**src/alarm_value_pkg.sv**
```systemverilog
// package: register map, field layout and types of the alarm value register set
package alarm_value_pkg;
    localparam int ADDR_WIDTH = 4;
    localparam int DATA_WIDTH = 16;
    localparam logic [3:0] OFFSET_MONTH_DAY = 4'h0;
    localparam logic [3:0] OFFSET_WEEKDAY_HOURS = 4'h1;
    localparam logic [3:0] OFFSET_MINUTES_SECONDS = 4'h2;
    localparam logic [3:0] OFFSET_CONTROL = 4'h3;
    // month/day layout
    localparam int MONTH_TENS_POS = 12;
    localparam int MONTH_ONES_LSB = 8;
    localparam int DAY_TENS_LSB = 4;
    localparam int DAY_ONES_LSB = 0;
    // weekday/hours layout
    localparam int WEEKDAY_LSB = 8;
    localparam int HOUR_TENS_LSB = 4;
    localparam int HOUR_ONES_LSB = 0;
    // minutes/seconds layout
    localparam int MINUTE_TENS_LSB = 12;
    localparam int MINUTE_ONES_LSB = 8;
    localparam int SECOND_TENS_LSB = 4;
    localparam int SECOND_ONES_LSB = 0;
    // control register layout
    localparam int UNLOCK_POS = 0;
    localparam int ENABLE_POS = 1;
    localparam int MASK_LSB = 4;
    // reset values
    localparam logic [15:0] FIELD_RESET = 16'h0000;
    localparam logic [3:0] MASK_RESET = 4'h0;
    // writable bits of each value register
    localparam logic [15:0] MONTH_DAY_USED = 16'h1f3f;
    localparam logic [15:0] WEEKDAY_HOURS_USED = 16'h073f;
    localparam logic [15:0] MINUTES_SECONDS_USED = 16'h7f7f;

    typedef struct packed {
        logic [3:0] addr;
        logic [15:0] wdata;
        logic write;
        logic read;
    } bus_request_type;

    typedef struct packed {
        logic [15:0] month_day;
        logic [15:0] weekday_hours;
        logic [15:0] minutes_seconds;
    } clock_value_type;
endpackage

```
**src/alarm_value_regs.sv**
```systemverilog
// alarm value register set with write unlock on month/day and weekday/hours and masked time comparison
`timescale 1ns/1ps
module alarm_value_regs
    import alarm_value_pkg::*;
(
    input wire logic core_clk,
    input wire logic rst_n,
    input wire bus_request_type bus_req,
    output logic [15:0] read_data,
    input wire clock_value_type clock_now,
    input wire logic clock_tick,
    output logic alarm_pulse,
    output logic clock_write_unlock,
    output logic alarm_enable_bit
);
    logic [15:0] alarm_month_day;
    logic [15:0] alarm_weekday_hours;
    logic [15:0] alarm_minutes_seconds;
    logic [3:0] alarm_interval_mask;

    function automatic logic hit(input logic [3:0] a, input logic [3:0] o);
        hit = bus_req.write && (a == o);
    endfunction

    wire write_month_day = hit(bus_req.addr, OFFSET_MONTH_DAY) && clock_write_unlock;
    wire write_weekday_hours = hit(bus_req.addr, OFFSET_WEEKDAY_HOURS)
        && clock_write_unlock;
    wire write_minutes_seconds = hit(bus_req.addr, OFFSET_MINUTES_SECONDS);
    wire write_control = hit(bus_req.addr, OFFSET_CONTROL);

    // field views
    wire logic alarm_month_tens_digit = alarm_month_day[MONTH_TENS_POS];
    wire logic [3:0] alarm_month_ones_digit = alarm_month_day[MONTH_ONES_LSB +: 4];
    wire logic [1:0] alarm_day_tens_digit = alarm_month_day[DAY_TENS_LSB +: 2];
    wire logic [3:0] alarm_day_ones_digit = alarm_month_day[DAY_ONES_LSB +: 4];
    wire logic [2:0] alarm_weekday_digit = alarm_weekday_hours[WEEKDAY_LSB +: 3];
    wire logic [1:0] alarm_hour_tens_digit = alarm_weekday_hours[HOUR_TENS_LSB +: 2];
    wire logic [3:0] alarm_hour_ones_digit = alarm_weekday_hours[HOUR_ONES_LSB +: 4];
    wire logic [2:0] alarm_minute_tens_digit = alarm_minutes_seconds[MINUTE_TENS_LSB +: 3];
    wire logic [3:0] alarm_minute_ones_digit = alarm_minutes_seconds[MINUTE_ONES_LSB +: 4];
    wire logic [2:0] alarm_second_tens_digit = alarm_minutes_seconds[SECOND_TENS_LSB +: 3];
    wire logic [3:0] alarm_second_ones_digit = alarm_minutes_seconds[SECOND_ONES_LSB +: 4];

    // digit equality against running clock
    wire logic [15:0] md_eq = ~(alarm_month_day ^ clock_now.month_day) | ~MONTH_DAY_USED;
    wire logic [15:0] wh_eq = ~(alarm_weekday_hours ^ clock_now.weekday_hours)
        | ~WEEKDAY_HOURS_USED;
    wire logic [15:0] ms_eq = ~(alarm_minutes_seconds ^ clock_now.minutes_seconds)
        | ~MINUTES_SECONDS_USED;
    wire logic sec_ones_eq = &ms_eq[3:0];
    wire logic sec_eq = &ms_eq[7:0];
    wire logic min_ones_eq = sec_eq && (&ms_eq[11:8]);
    wire logic min_eq = &ms_eq;
    wire logic hour_eq = min_eq && (&wh_eq[7:0]);
    wire logic weekday_eq = hour_eq && (&wh_eq[10:8]);
    wire logic day_eq = hour_eq && (&md_eq[7:0]);
    wire logic month_eq = day_eq && (&md_eq);

    // interval mask: 0 and 1 every tick, rising mask up to 9 widens the compared digits except at 8, which compares weekday in place of day; 10-15 as 9
    logic mask_match;
    always_comb begin
        case (alarm_interval_mask)
            4'h0: mask_match = 1'b1;
            4'h1: mask_match = 1'b1;
            4'h2: mask_match = sec_ones_eq;
            4'h3: mask_match = sec_eq;
            4'h4: mask_match = min_ones_eq;
            4'h5: mask_match = min_eq;
            4'h6: mask_match = hour_eq;
            4'h7: mask_match = day_eq;
            4'h8: mask_match = weekday_eq;
            4'h9: mask_match = month_eq;
            default: mask_match = month_eq;
        endcase
    end
    wire logic alarm_fire = alarm_enable_bit && clock_tick && mask_match;

    wire logic [15:0] control_view = {8'h00, alarm_interval_mask, 2'b00,
        alarm_enable_bit, clock_write_unlock};
    logic [15:0] next_read_data;
    always_comb begin
        case (bus_req.addr)
            OFFSET_MONTH_DAY: next_read_data = alarm_month_day & MONTH_DAY_USED;
            OFFSET_WEEKDAY_HOURS: next_read_data = alarm_weekday_hours
                & WEEKDAY_HOURS_USED;
            OFFSET_MINUTES_SECONDS: next_read_data = alarm_minutes_seconds
                & MINUTES_SECONDS_USED;
            OFFSET_CONTROL: next_read_data = control_view;
            default: next_read_data = 16'h0000;
        endcase
    end

    always_ff @(posedge core_clk or negedge rst_n) begin
        if (!rst_n) begin
            alarm_month_day <= FIELD_RESET;
            alarm_weekday_hours <= FIELD_RESET;
            alarm_minutes_seconds <= FIELD_RESET;
        end else begin
            if (write_month_day) begin
                alarm_month_day <= bus_req.wdata & MONTH_DAY_USED;
            end
            if (write_weekday_hours) begin
                alarm_weekday_hours <= bus_req.wdata & WEEKDAY_HOURS_USED;
            end
            if (write_minutes_seconds) begin
                alarm_minutes_seconds <= bus_req.wdata & MINUTES_SECONDS_USED;
            end
        end
    end

    always_ff @(posedge core_clk or negedge rst_n) begin
        if (!rst_n) begin
            clock_write_unlock <= 1'b0;
            alarm_interval_mask <= MASK_RESET;
            alarm_enable_bit <= 1'b0;
        end else begin
            if (write_control) begin
                clock_write_unlock <= bus_req.wdata[UNLOCK_POS];
                alarm_interval_mask <= bus_req.wdata[MASK_LSB +: 4];
            end
            // hardware clear on alarm wins over a software set
            if (alarm_fire) begin
                alarm_enable_bit <= 1'b0;
            end else if (write_control) begin
                alarm_enable_bit <= bus_req.wdata[ENABLE_POS];
            end
        end
    end

    always_ff @(posedge core_clk or negedge rst_n) begin
        if (!rst_n) begin
            read_data <= 16'h0000;
            alarm_pulse <= 1'b0;
        end else begin
            read_data <= bus_req.read ? next_read_data : 16'h0000;
            alarm_pulse <= alarm_fire;
        end
    end
endmodule

```
**config.mk**
```make
export PLATFORM = sky130hd
export DESIGN_NAME = alarm_value_regs
export DESIGN_NICKNAME = d
export VERILOG_FILES = /design/src/alarm_value_pkg.sv /design/src/alarm_value_regs.sv
export SDC_FILE = /design/constraint.sdc
export NUM_CORES = 1
export LEC_CHECK = 0
export BUFFER_PORTS_ARGS = -buffer_cell sky130_fd_sc_hd__buf_4
export CAP_MARGIN = 20
export CORE_ASPECT_RATIO = 1.75
export CORE_MARGIN = 1
export CORE_UTILIZATION = 45
export DETAILED_ROUTE_END_ITERATION = 6
export PLACE_DENSITY = 0.84
export SLEW_MARGIN = 10
export SYNTH_ARGS = -nofsm -noshare
export SYNTH_HDL_FRONTEND = slang
export SYNTH_SLANG_ARGS = --single-unit
```
**constraint.sdc**
```tcl
create_clock -name core_clk -period 1.9 [get_ports core_clk]
set_input_delay 0.095 -clock core_clk [delete_from_list [all_inputs] [get_ports core_clk]]
set_output_delay 0.095 -clock core_clk [all_outputs]
set_load 0.03 [all_outputs]
```
==> results of run 1 <==
-- worst paths after layout --
| kind | startpoint | endpoint | slack, ns |
|---|---|---|---|
| setup / recovery | alarm_minutes_seconds[8]$_DFFE_PN0P_ | alarm_enable_bit$_DFFE_PN0P_ | 0.10 |
| hold / removal | bus_req[9] | alarm_interval_mask[3]$_DFFE_PN0P_ | 0.01 |
| setup reg to reg | alarm_minutes_seconds[8]$_DFFE_PN0P_ | alarm_enable_bit$_DFFE_PN0P_ | 0.10 |
| hold reg to reg | alarm_minutes_seconds[3]$_DFFE_PN0P_ | read_data[3]$_DFF_PN0_ | 0.56 |
| max in group asynchronous | rst_n | alarm_month_day[3]$_DFFE_PN0P_ | 1.06 |
| min in group asynchronous | rst_n | alarm_month_day[8]$_DFFE_PN0P_ | 0.34 |
-- power groups by stage --
stage          Clock, uW  Sequential [uW]  Combinational (uW)
2_1_floorplan          0             1600                 449
3_3_place_gp           0             1600                 742
3_5_place_dp           0             1610                 760
4_1_cts              795             1580                 767
5_1_grt              836             1610                 823
6_report             787             1590                 763
-- cells by family after synthesis --
kind of cell | after synthesis | synth area share
AOI/OAI and AO/OA | 36 | 0.0944
and+or+nand+nor | 43 | 0.0944
other | 1 | 0.00138
muxes | 40 | 0.165
DFF | 56 | 0.516
buffers and inverters | 11 | 0.0193
xor gates and xnor gates | 34 | 0.110
-- cell type report --
class / instances / area (um^2) / area share
multi-input combinational: 154 / 1270 / 0.361
clock buffer: 5 / 68.8 / 0.0196
clock inverter: 3 / 42.5 / 0.0121
inverter: 2 / 7.51 / 0.00214
sequential: 56 / 1400 / 0.399
timing repair buffer: 83 / 626 / 0.178
tap: 78 / 97.6 / 0.0278
-- per-layer routing --
layer  part of all wire  wire length (um)  global-route usage
met4              0.050               331               0.151
met3              0.044               292              0.0297
met5                  0                 0                   0
met1               0.36              2380               0.257
met2               0.54              3570               0.373
-- synth_stat cells (2+ instances only) --
| cell type | instances | area [um^2] |
|---|---|---|
| a21oi_1 | 9 | 45.0 |
| a22oi_1 | 16 | 120 |
| and3_1 | 6 | 37.5 |
| buf_2 | 3 | 15.0 |
| buf_4 | 2 | 15.0 |
| clkbuf_1 | 4 | 15.0 |
| dfrtp_1 | 56 | 1400 |
| inv_1 | 2 | 7.51 |
| mux2_2 | 39 | 439 |
| nand2_1 | 9 | 33.8 |
| nand3_1 | 2 | 10.0 |
| nand4_1 | 5 | 31.3 |
| nor2_1 | 7 | 26.3 |
| nor3_1 | 4 | 20.0 |
| nor4_1 | 3 | 18.8 |
| xnor2_1 | 22 | 193 |
| xor2_1 | 12 | 105 |
-- per-stage QoR --
| stage | cells | setup WS, ns | cell area [um^2] | hold WS, ns | power, uW |
|---|---|---|---|---|---|
| detailed placement | 372 | 0.133 | 3390 | 0.193 | 2370 |
| global route | 381 | 0.00228 | 3510 | 0.00901 | 3270 |
| global placement | 372 | 0.187 | 3390 | 0.182 | 2340 |
| floorplan | 221 | 0.281 | 2720 | -0.201 | 2050 |
| finish | 381 | 0.101 | 3510 | 0.00999 | 3140 |
| CTS | 381 | 0.0964 | 3510 | 0.0129 | 3150 |
-- flip-flops by register name, indices dropped and copies added, names as in the netlist --
register               flops
alarm_minutes_seconds     14
read_data                 15
clock_write_unlock         1
alarm_enable_bit           1
alarm_month_day           11
alarm_interval_mask        4
alarm_weekday_hours        9
alarm_pulse                1
-- timing repair --
action / in CTS / in global routing
gates resized for setup: 0 / 0
hold buffers: 1 / 0
setup endpoints to repair: 0 / 1
endpoints found under the hold margin: 56 / 0
-- worst reg2reg max path, stage by stage (launching register included) --
cell and delay (ns):
dfrtp_1 0.41, xor2_1 0.18, nor4_2 0.35, nand4_1 0.13, or3_4 0.36, o22ai_2 0.14, o22ai_1 0.11
==> run metrics, run 1 <==
Worst setup SP type=flop; max cap viols=0; vias in the first global route=2,145; largest fanout on the critical path=3; cell-internal power=2200 uW; DIE HEIGHT=105 um; Hold Violations, Final=0; WP depth=6; Net Sw Power=around 940 uW; latest clock arrival within the worst-skew pair=0.32 ns; Net Sw Frac=0.299; DR iter-0 viols=55; EDFF count, synth=0; total CTS buffers=5; first-pass GRT wire length=10.4 mm; drc violations=0; actual slew at the worst max-slew pin=0.713 ns; Port Buf Inserts=75; clock root cell=clkbuf_8; RSZ-0062 raised after global routing=false; WHS Path Cells=2; Finished Core Util=0.602; Setup crit end kind=flop; postcts setup bufs=0; class of the worst hold path=in -> reg; PD cells=893 nW/um^2; clock power share=0.251; placer's final routability congestion estimate=0.892; post-synthesis instance area=2720 um^2; critical path's slowest cell=dfrtp_1; H-tree depth=2; clock net sink count=56; antenna violations before repair=0; Lkg Pwr=between 0.0015 and 0.002 uW; Mapped Cells=221; Fin Setup TNS=0 ns; share of the yosys chip area belonging to registers=0.516; setup violators final=0; power share of the combinational group=0.243; ANT nets after route=0; die width=60.7 um; Seq pwr share=0.506; Period Utilization, post-route=0.947; Fmax=556 MHz; Crit path max-delay family=simple AND/OR/NAND/NOR gates; Yosys warnings=0; post-synthesis register bit count=56; Worst Path Arrival=2.00 ns; commonest non-fill, non-tap cell in the layout=buf_4; largest net degree at the start of global routing=57; Max stage delay on crit path=0.41 ns; Worst slew margin=0.525; core footprint=5830 um^2; Starting Density=0.466; Distinct cells, synth=37; Synth Net Count=roughly 290; Post-DP HPWL=4.89 mm; Synth-to-Final Area Change=29.3%; Vias per Instance=5.51; share of layout cells above drive strength 1=0.452; io pins=92; Overflow after GRT=0; syn_area_per_cell=12.3 um^2; asr flop ratio synth=1.00; most frequent cells in the layout=82 x buf_4, 56 x dfrtp_1, 39 x mux2_2, 22 x xnor2_1, 16 x a22oi_1; fin crit period=1.80 ns; Clock Path Buffers=2; maximum VDD drop=0.611 mV; clock skew=slightly below 0.01 ns; clock-pin slew on the worst setup and hold paths=around 0.1 ns; Crit Path Class=reg -> reg; status=finished clean; Buf/Inv on CP=0; gr usage total=0.225; crit path cell chain=xor2_1 > nor4_2 > nand4_1 > or3_4 > o22ai_2 > o22ai_1; Vias=2,100; Slew Viols, Final=0; Antenna diodes=0; die area=6370 um^2; CTS tree=yes; Main synth FF type=dfrtp_1; fillers=approximately 500; Site Rows=37; routed len/inst=17.2 um; worst path required time=approximately 2.1 ns; Detailed Route WL=between 6 and 7 mm; drt first pass iters=4; nets@finish=~380; R2R cell count=6
Note: power is estimated with default switching activity, not from simulation.
==> inputs of run 2 (changes only) <==
--- a/config.mk
+++ b/config.mk
@@ -8,7 +8,7 @@
 export BUFFER_PORTS_ARGS = -buffer_cell sky130_fd_sc_hd__buf_4
 export CAP_MARGIN = 20
 export CORE_ASPECT_RATIO = 1.75
-export CORE_MARGIN = 1
+export CORE_MARGIN = 2
 export CORE_UTILIZATION = 45
 export DETAILED_ROUTE_END_ITERATION = 6
 export PLACE_DENSITY = 0.84
==> run 2 against run 1 <==
First-iteration DRC count is 45% higher; register-to-register slack is essentially flat; sequential share of layout area increased by 0.27 points; utilization is 0.88 points lower; non-clock buffer count fell by 1; critical endpoint unchanged; critical path type unchanged; largest cell class unchanged; largest power group unchanged; clock skew fell by 0.0026 ns.
==> run metrics, run 2 (synthesis results as in run 1) <==
status=finished clean; DP Area=3380 um^2; commonest non-fill, non-tap cell in the layout=buf_4; Site Rows=37; die area=6700 um^2; H-tree depth=2; core footprint=~5900 um^2; vias in the first global route=2,217; largest fanout on the critical path=3; fin crit period=1.79 ns; Synth-to-Final Area Change=28.4%; Setup crit end kind=flop; placer's final routability congestion estimate=0.848; io pins=92; Fmax=560 MHz; power share of the combinational group=0.248; Final Non-Filler Cells=380; total CTS buffers=5; clock net sink count=between 50 and 60; dpl cells=371; CTS tree=yes; actual slew at the worst max-slew pin=0.710 ns; Tot Pwr=3010 uW; Period Utilization, post-route=0.939; Worst Path Arrival=slightly below 2 ns; Net Sw Power=between 900 and 1000 uW; ANT nets after route=0; nets@finish=around 370; crit path cell chain=xor2_1 > nor4_2 > nand4_1 > or3_4 > o22ai_2 > o22ai_1; Post-DP HPWL=a little under 5 mm; WHS Path Cells=2; cell area after layout=between 3000 and 4000 um^2; latest clock arrival within the worst-skew pair=0.32 ns; Hold Violations, Final=0; share of layout cells above drive strength 1=0.447; Antenna diodes=0; Overflow after GRT=0; fillers=484; Detailed Route WL=6.57 mm; clock-pin slew on the worst setup and hold paths=0.09 ns; Multi-input gate area=between 1000 and 1500 um^2; Starting Density=0.462; setup violators final=0; critical path's slowest cell=dfrtp_1; Worst slew margin=0.526; R2R cell count=6; class of the worst hold path=in -> reg; biggest regs=read_data: 15 flops, alarm_minutes_seconds: 14 flops, alarm_month_day: 11 flops; Top reg by flops=read_data; most frequent cells in the layout=81 x buf_4, 56 x dfrtp_1, 39 x mux2_2, 22 x xnor2_1, 16 x a22oi_1; antenna violations before repair=0; largest net degree at the start of global routing=57; Crit path max-delay family=simple AND/OR/NAND/NOR gates; Largest register FFs=15; DR iter-0 viols=80; WP depth=6; DIE HEIGHT=107 um; max cap viols=0; gr usage total=0.209; RSZ-0062 raised after global routing=false; first-pass GRT wire length=10.7 mm; Net Sw Frac=0.302; drc violations=0; clock skew=just under 0.007 ns; clock power share=0.222; clock root cell=clkbuf_8; Storage cell area=1400 um^2; cell-internal power=2100 uW; Max stage delay on crit path=0.41 ns; Vias per Instance=5.40; Port Buf Inserts=between 70 and 80; worst path required time=2.10 ns; Buf/Inv on CP=0; Slew Viols, Final=0; Seq pwr share=0.530; PD cells=863 nW/um^2; Lkg Pwr=0.00162 uW; Crit Path Class=reg -> reg; drt first pass iters=4; Worst setup SP type=flop; maximum VDD drop=~0.50 mV; Fin Setup TNS=0 ns; Vias=2,052; Clock Path Buffers=2; routed len/inst=17.3 um; die width=62.7 um
==> run 2: cell types whose count changed in the layout (fill, tap and decap cells not counted) <==
| cell | change |
|---|---|
| clkinvlp_4 | -1 |
| buf_4 | -1 |
| clkinv_2 | -1 |
| nor3_2 | +1 |
| bufinv_16 | -1 |
| clkbuf_1 | +2 |
| clkbuf_8 | +1 |
| nor3_1 | -1 |
==> run 2: worst paths after layout <==
check	startpoint	endpoint	slack, ns
worst min register to register	alarm_minutes_seconds[14]$_DFFE_PN0P_	alarm_minutes_seconds[14]$_DFFE_PN0P_	0.56
worst max register to register	alarm_minutes_seconds[11]$_DFFE_PN0P_	alarm_enable_bit$_DFFE_PN0P_	0.11
worst min-delay path	bus_req[16]	alarm_minutes_seconds[14]$_DFFE_PN0P_	0.006
worst max-delay path	alarm_minutes_seconds[11]$_DFFE_PN0P_	alarm_enable_bit$_DFFE_PN0P_	0.11
max in group asynchronous	rst_n	read_data[2]$_DFF_PN0_	1.07
min in group asynchronous	rst_n	alarm_month_day[9]$_DFFE_PN0P_	0.36
==> run 2: area by class of cell <==
cell class                 count  area share
clock buffer                   8      0.0258
inverter                       2     0.00215
multi-input combinational    154       0.365
sequential                    56       0.402
tap                           78      0.0280
timing repair buffer          82       0.177
==> run 2: per-layer routing <==
layer	vias up	track usage	routed length (um)
li1	953	-	-
met1	1008	0.222	2310
met2	73	0.387	3690
met3	18	0.0388	338
met4	0	0.110	228
met5	-	0	0
==> run 2: timing repair <==
item                                   4_1_cts  5_1_grt
gates resized for setup                      0        1
hold buffers                                 1        0
buffers inserted                             0        0
endpoints found under the hold margin       56        0
setup endpoints to repair                    0        1
==> run 2: stage by stage <==
step           hold slack [ns]   util  worst slack [ns]
2_1_floorplan           -0.201      -             0.281
3_3_place_gp             0.177  0.576             0.189
3_5_place_dp             0.190  0.576             0.107
4_1_cts                0.00546  0.593            0.0867
5_1_grt                 0.0107  0.594           0.00780
6_report               0.00615  0.594             0.115
==> run 2: power by group through the flow <==
stage	Combinational [uW]	Clock, uW	Sequential [uW]
CTS	749	683	1600
global placement	721	0	1610
detailed placement	742	0	1620
finish	746	668	1600
floorplan	449	0	1600
global route	815	712	1630
==> inputs of run 3 (changes only) <==
--- a/config.mk
+++ b/config.mk
@@ -12,6 +12,7 @@
 export CORE_UTILIZATION = 45
 export DETAILED_ROUTE_END_ITERATION = 6
 export PLACE_DENSITY = 0.84
+export REMOVE_ABC_BUFFERS = 1
 export SLEW_MARGIN = 10
 export SYNTH_ARGS = -nofsm -noshare
 export SYNTH_HDL_FRONTEND = slang
==> run 3 against run 2 <==
Wire length up 4.0%; fmax is 0.27% higher; via count up 4.0%; sequential share of layout area is 0.14 points lower.
==> run metrics, run 3 (synthesis results as in run 1) <==
status=finished clean; Top reg by flops=read_data; worst path required time=approximately 2.1 ns; Lkg Pwr=0.00163 uW; Max stage delay on crit path=0.42 ns; PD cells=855 nW/um^2; drt first pass iters=4; cell area after layout=3500 um^2; ANT nets after route=0; Overflow after GRT=0; WHS Path Cells=2; Worst setup SP type=flop; biggest regs=read_data: 15 flops, alarm_minutes_seconds: 14 flops, alarm_month_day: 11 flops; Clock Path Buffers=2; clock power share=0.206; WHS=around 0.011 ns; met3 wire len=between 300 and 400 um; DP Area=3410 um^2; routed len/inst=17.9 um; die area=6700 um^2; clock-pin slew on the worst setup and hold paths=0.10 ns; core footprint=between 5000 and 6000 um^2; share of layout cells above drive strength 1=0.451; DIE HEIGHT=107 um; Reg2Reg Launch Point=alarm_minutes_seconds[8]$_DFFE_PN0P_; crit path cell chain=xor2_1 > nor4_2 > nand4_1 > or3_4 > a21oi_2 > o22ai_1; Post-DP HPWL=5.18 mm; clock root cell=clkbuf_8; critical path's slowest cell=dfrtp_1; Net Sw Frac=0.306; Port Buf Inserts=75; Vias=2,135; M1 WL=2.40 mm; io pins=92; RSZ-0062 raised after global routing=true; cell-internal power=between 2000 and 2500 uW; total CTS buffers=5; Crit path max-delay family=simple AND/OR/NAND/NOR gates; Hold Violations, Final=0; die width=between 60 and 70 um; placer's final routability congestion estimate=about 0.91; vias in the first global route=2,278; most frequent cells in the layout=84 x buf_4, 56 x dfrtp_1, 39 x mux2_2, 22 x xnor2_1, 16 x a22oi_1; Worst slew margin=0.513; class of the worst hold path=in -> reg; R2R cell count=6; Fmax=562 MHz; H-tree depth=2; power share of the combinational group=0.268; commonest non-fill, non-tap cell in the layout=buf_4; nets@finish=377; actual slew at the worst max-slew pin=0.729 ns; Vias per Instance=approximately 5.6; Multi-input gate area=around 1300 um^2; DR iter-0 viols=77; largest net degree at the start of global routing=57; Site Rows=37; fin crit period=between 1.5 and 2 ns; CP startpoint=alarm_minutes_seconds[8]$_DFFE_PN0P_; Starting Density=0.462; max cap viols=0; fillers=495; maximum VDD drop=0.552 mV; gr usage total=0.216; Buf/Inv on CP=0; Period Utilization, post-route=0.937; first-pass GRT wire length=around 11 mm; Seq pwr share=0.526; CTS tree=yes; Antenna diodes=0; drc violations=0; largest fanout on the critical path=3; WP depth=6; clock net sink count=56; clock skew=0.0162 ns; met2 WL=3.80 mm; Storage cell area=1400 um^2; Net Sw Power=between 900 and 1000 uW; Largest register FFs=15; Synth-to-Final Area Change=28.9%; Setup crit end kind=flop; antenna violations before repair=0; top layer in use=met4; Crit Path Class=reg -> reg; hold path start=bus_req[15]; setup violators final=0; Detailed Route WL=between 6 and 7 mm; Worst Path Arrival=1.99 ns; Slew Viols, Final=0; latest clock arrival within the worst-skew pair=roughly 0.31 ns
[run 3: final cells by class]
class | instances | share of cell area
Sequential cell | 56 | 0.400
Multi-Input combinational cell | 154 | 0.365
Timing Repair Buffer | 85 | 0.183
Tap cell | 78 | 0.0279
Clock buffer | 6 | 0.0207
Inverter | 2 | 0.00214
Clock inverter | 1 | 0.00143
[run 3: timing repair]
item,in CTS,in global routing
resized for setup,0,1
setup endpoints to repair,0,2
hold endpoints to repair,56,0
hold buffers,1,0
buffers inserted,0,0
[run 3: per-stage QoR]
stage | util | instances | total power (uW) | TNS, ns | worst slack (ns)
2_1_floorplan | - | 212 | 2050 | -1.91 | -0.173
3_3_place_gp | 0.579 | 374 | 2350 | 0 | 0.157
3_5_place_dp | 0.579 | 374 | 2390 | 0 | 0.118
4_1_cts | 0.594 | 382 | 3000 | 0 | 0.104
5_1_grt | 0.596 | 382 | 3150 | -0.00736 | -0.00736
6_report | 0.596 | 382 | 3000 | 0 | 0.120
[run 3: path summary, 6_finish.rpt]
| kind | slack, ns | to |
|---|---|---|
| worst max-delay path | 0.12 | alarm_enable_bit$_DFFE_PN0P_ |
| worst max register to register | 0.12 | alarm_enable_bit$_DFFE_PN0P_ |
| max in group asynchronous | 1.06 | read_data[4]$_DFF_PN0_ |
| worst min-delay path | 0.01 | alarm_minutes_seconds[13]$_DFFE_PN0P_ |
| min in group asynchronous | 0.36 | alarm_minutes_seconds[12]$_DFFE_PN0P_ |
| worst min register to register | 0.56 | read_data[8]$_DFF_PN0_ |
[run 3: power by group through the flow]
| stage | clock (uW) | sequential [uW] | combinational, uW |
|---|---|---|---|
| detailed placement | 0 | 1600 | 790 |
| floorplan | 0 | 1610 | 436 |
| global route | 679 | 1610 | 866 |
| CTS | 630 | 1570 | 795 |
| global placement | 0 | 1580 | 766 |
| finish | 618 | 1580 | 802 |
[run 3: layer usage]
layer	vias to the layer above	GRT usage
met4	0	0.138
met5	-	0
met1	1051	0.229
met3	27	0.0294
li1	960	-
met2	97	0.398
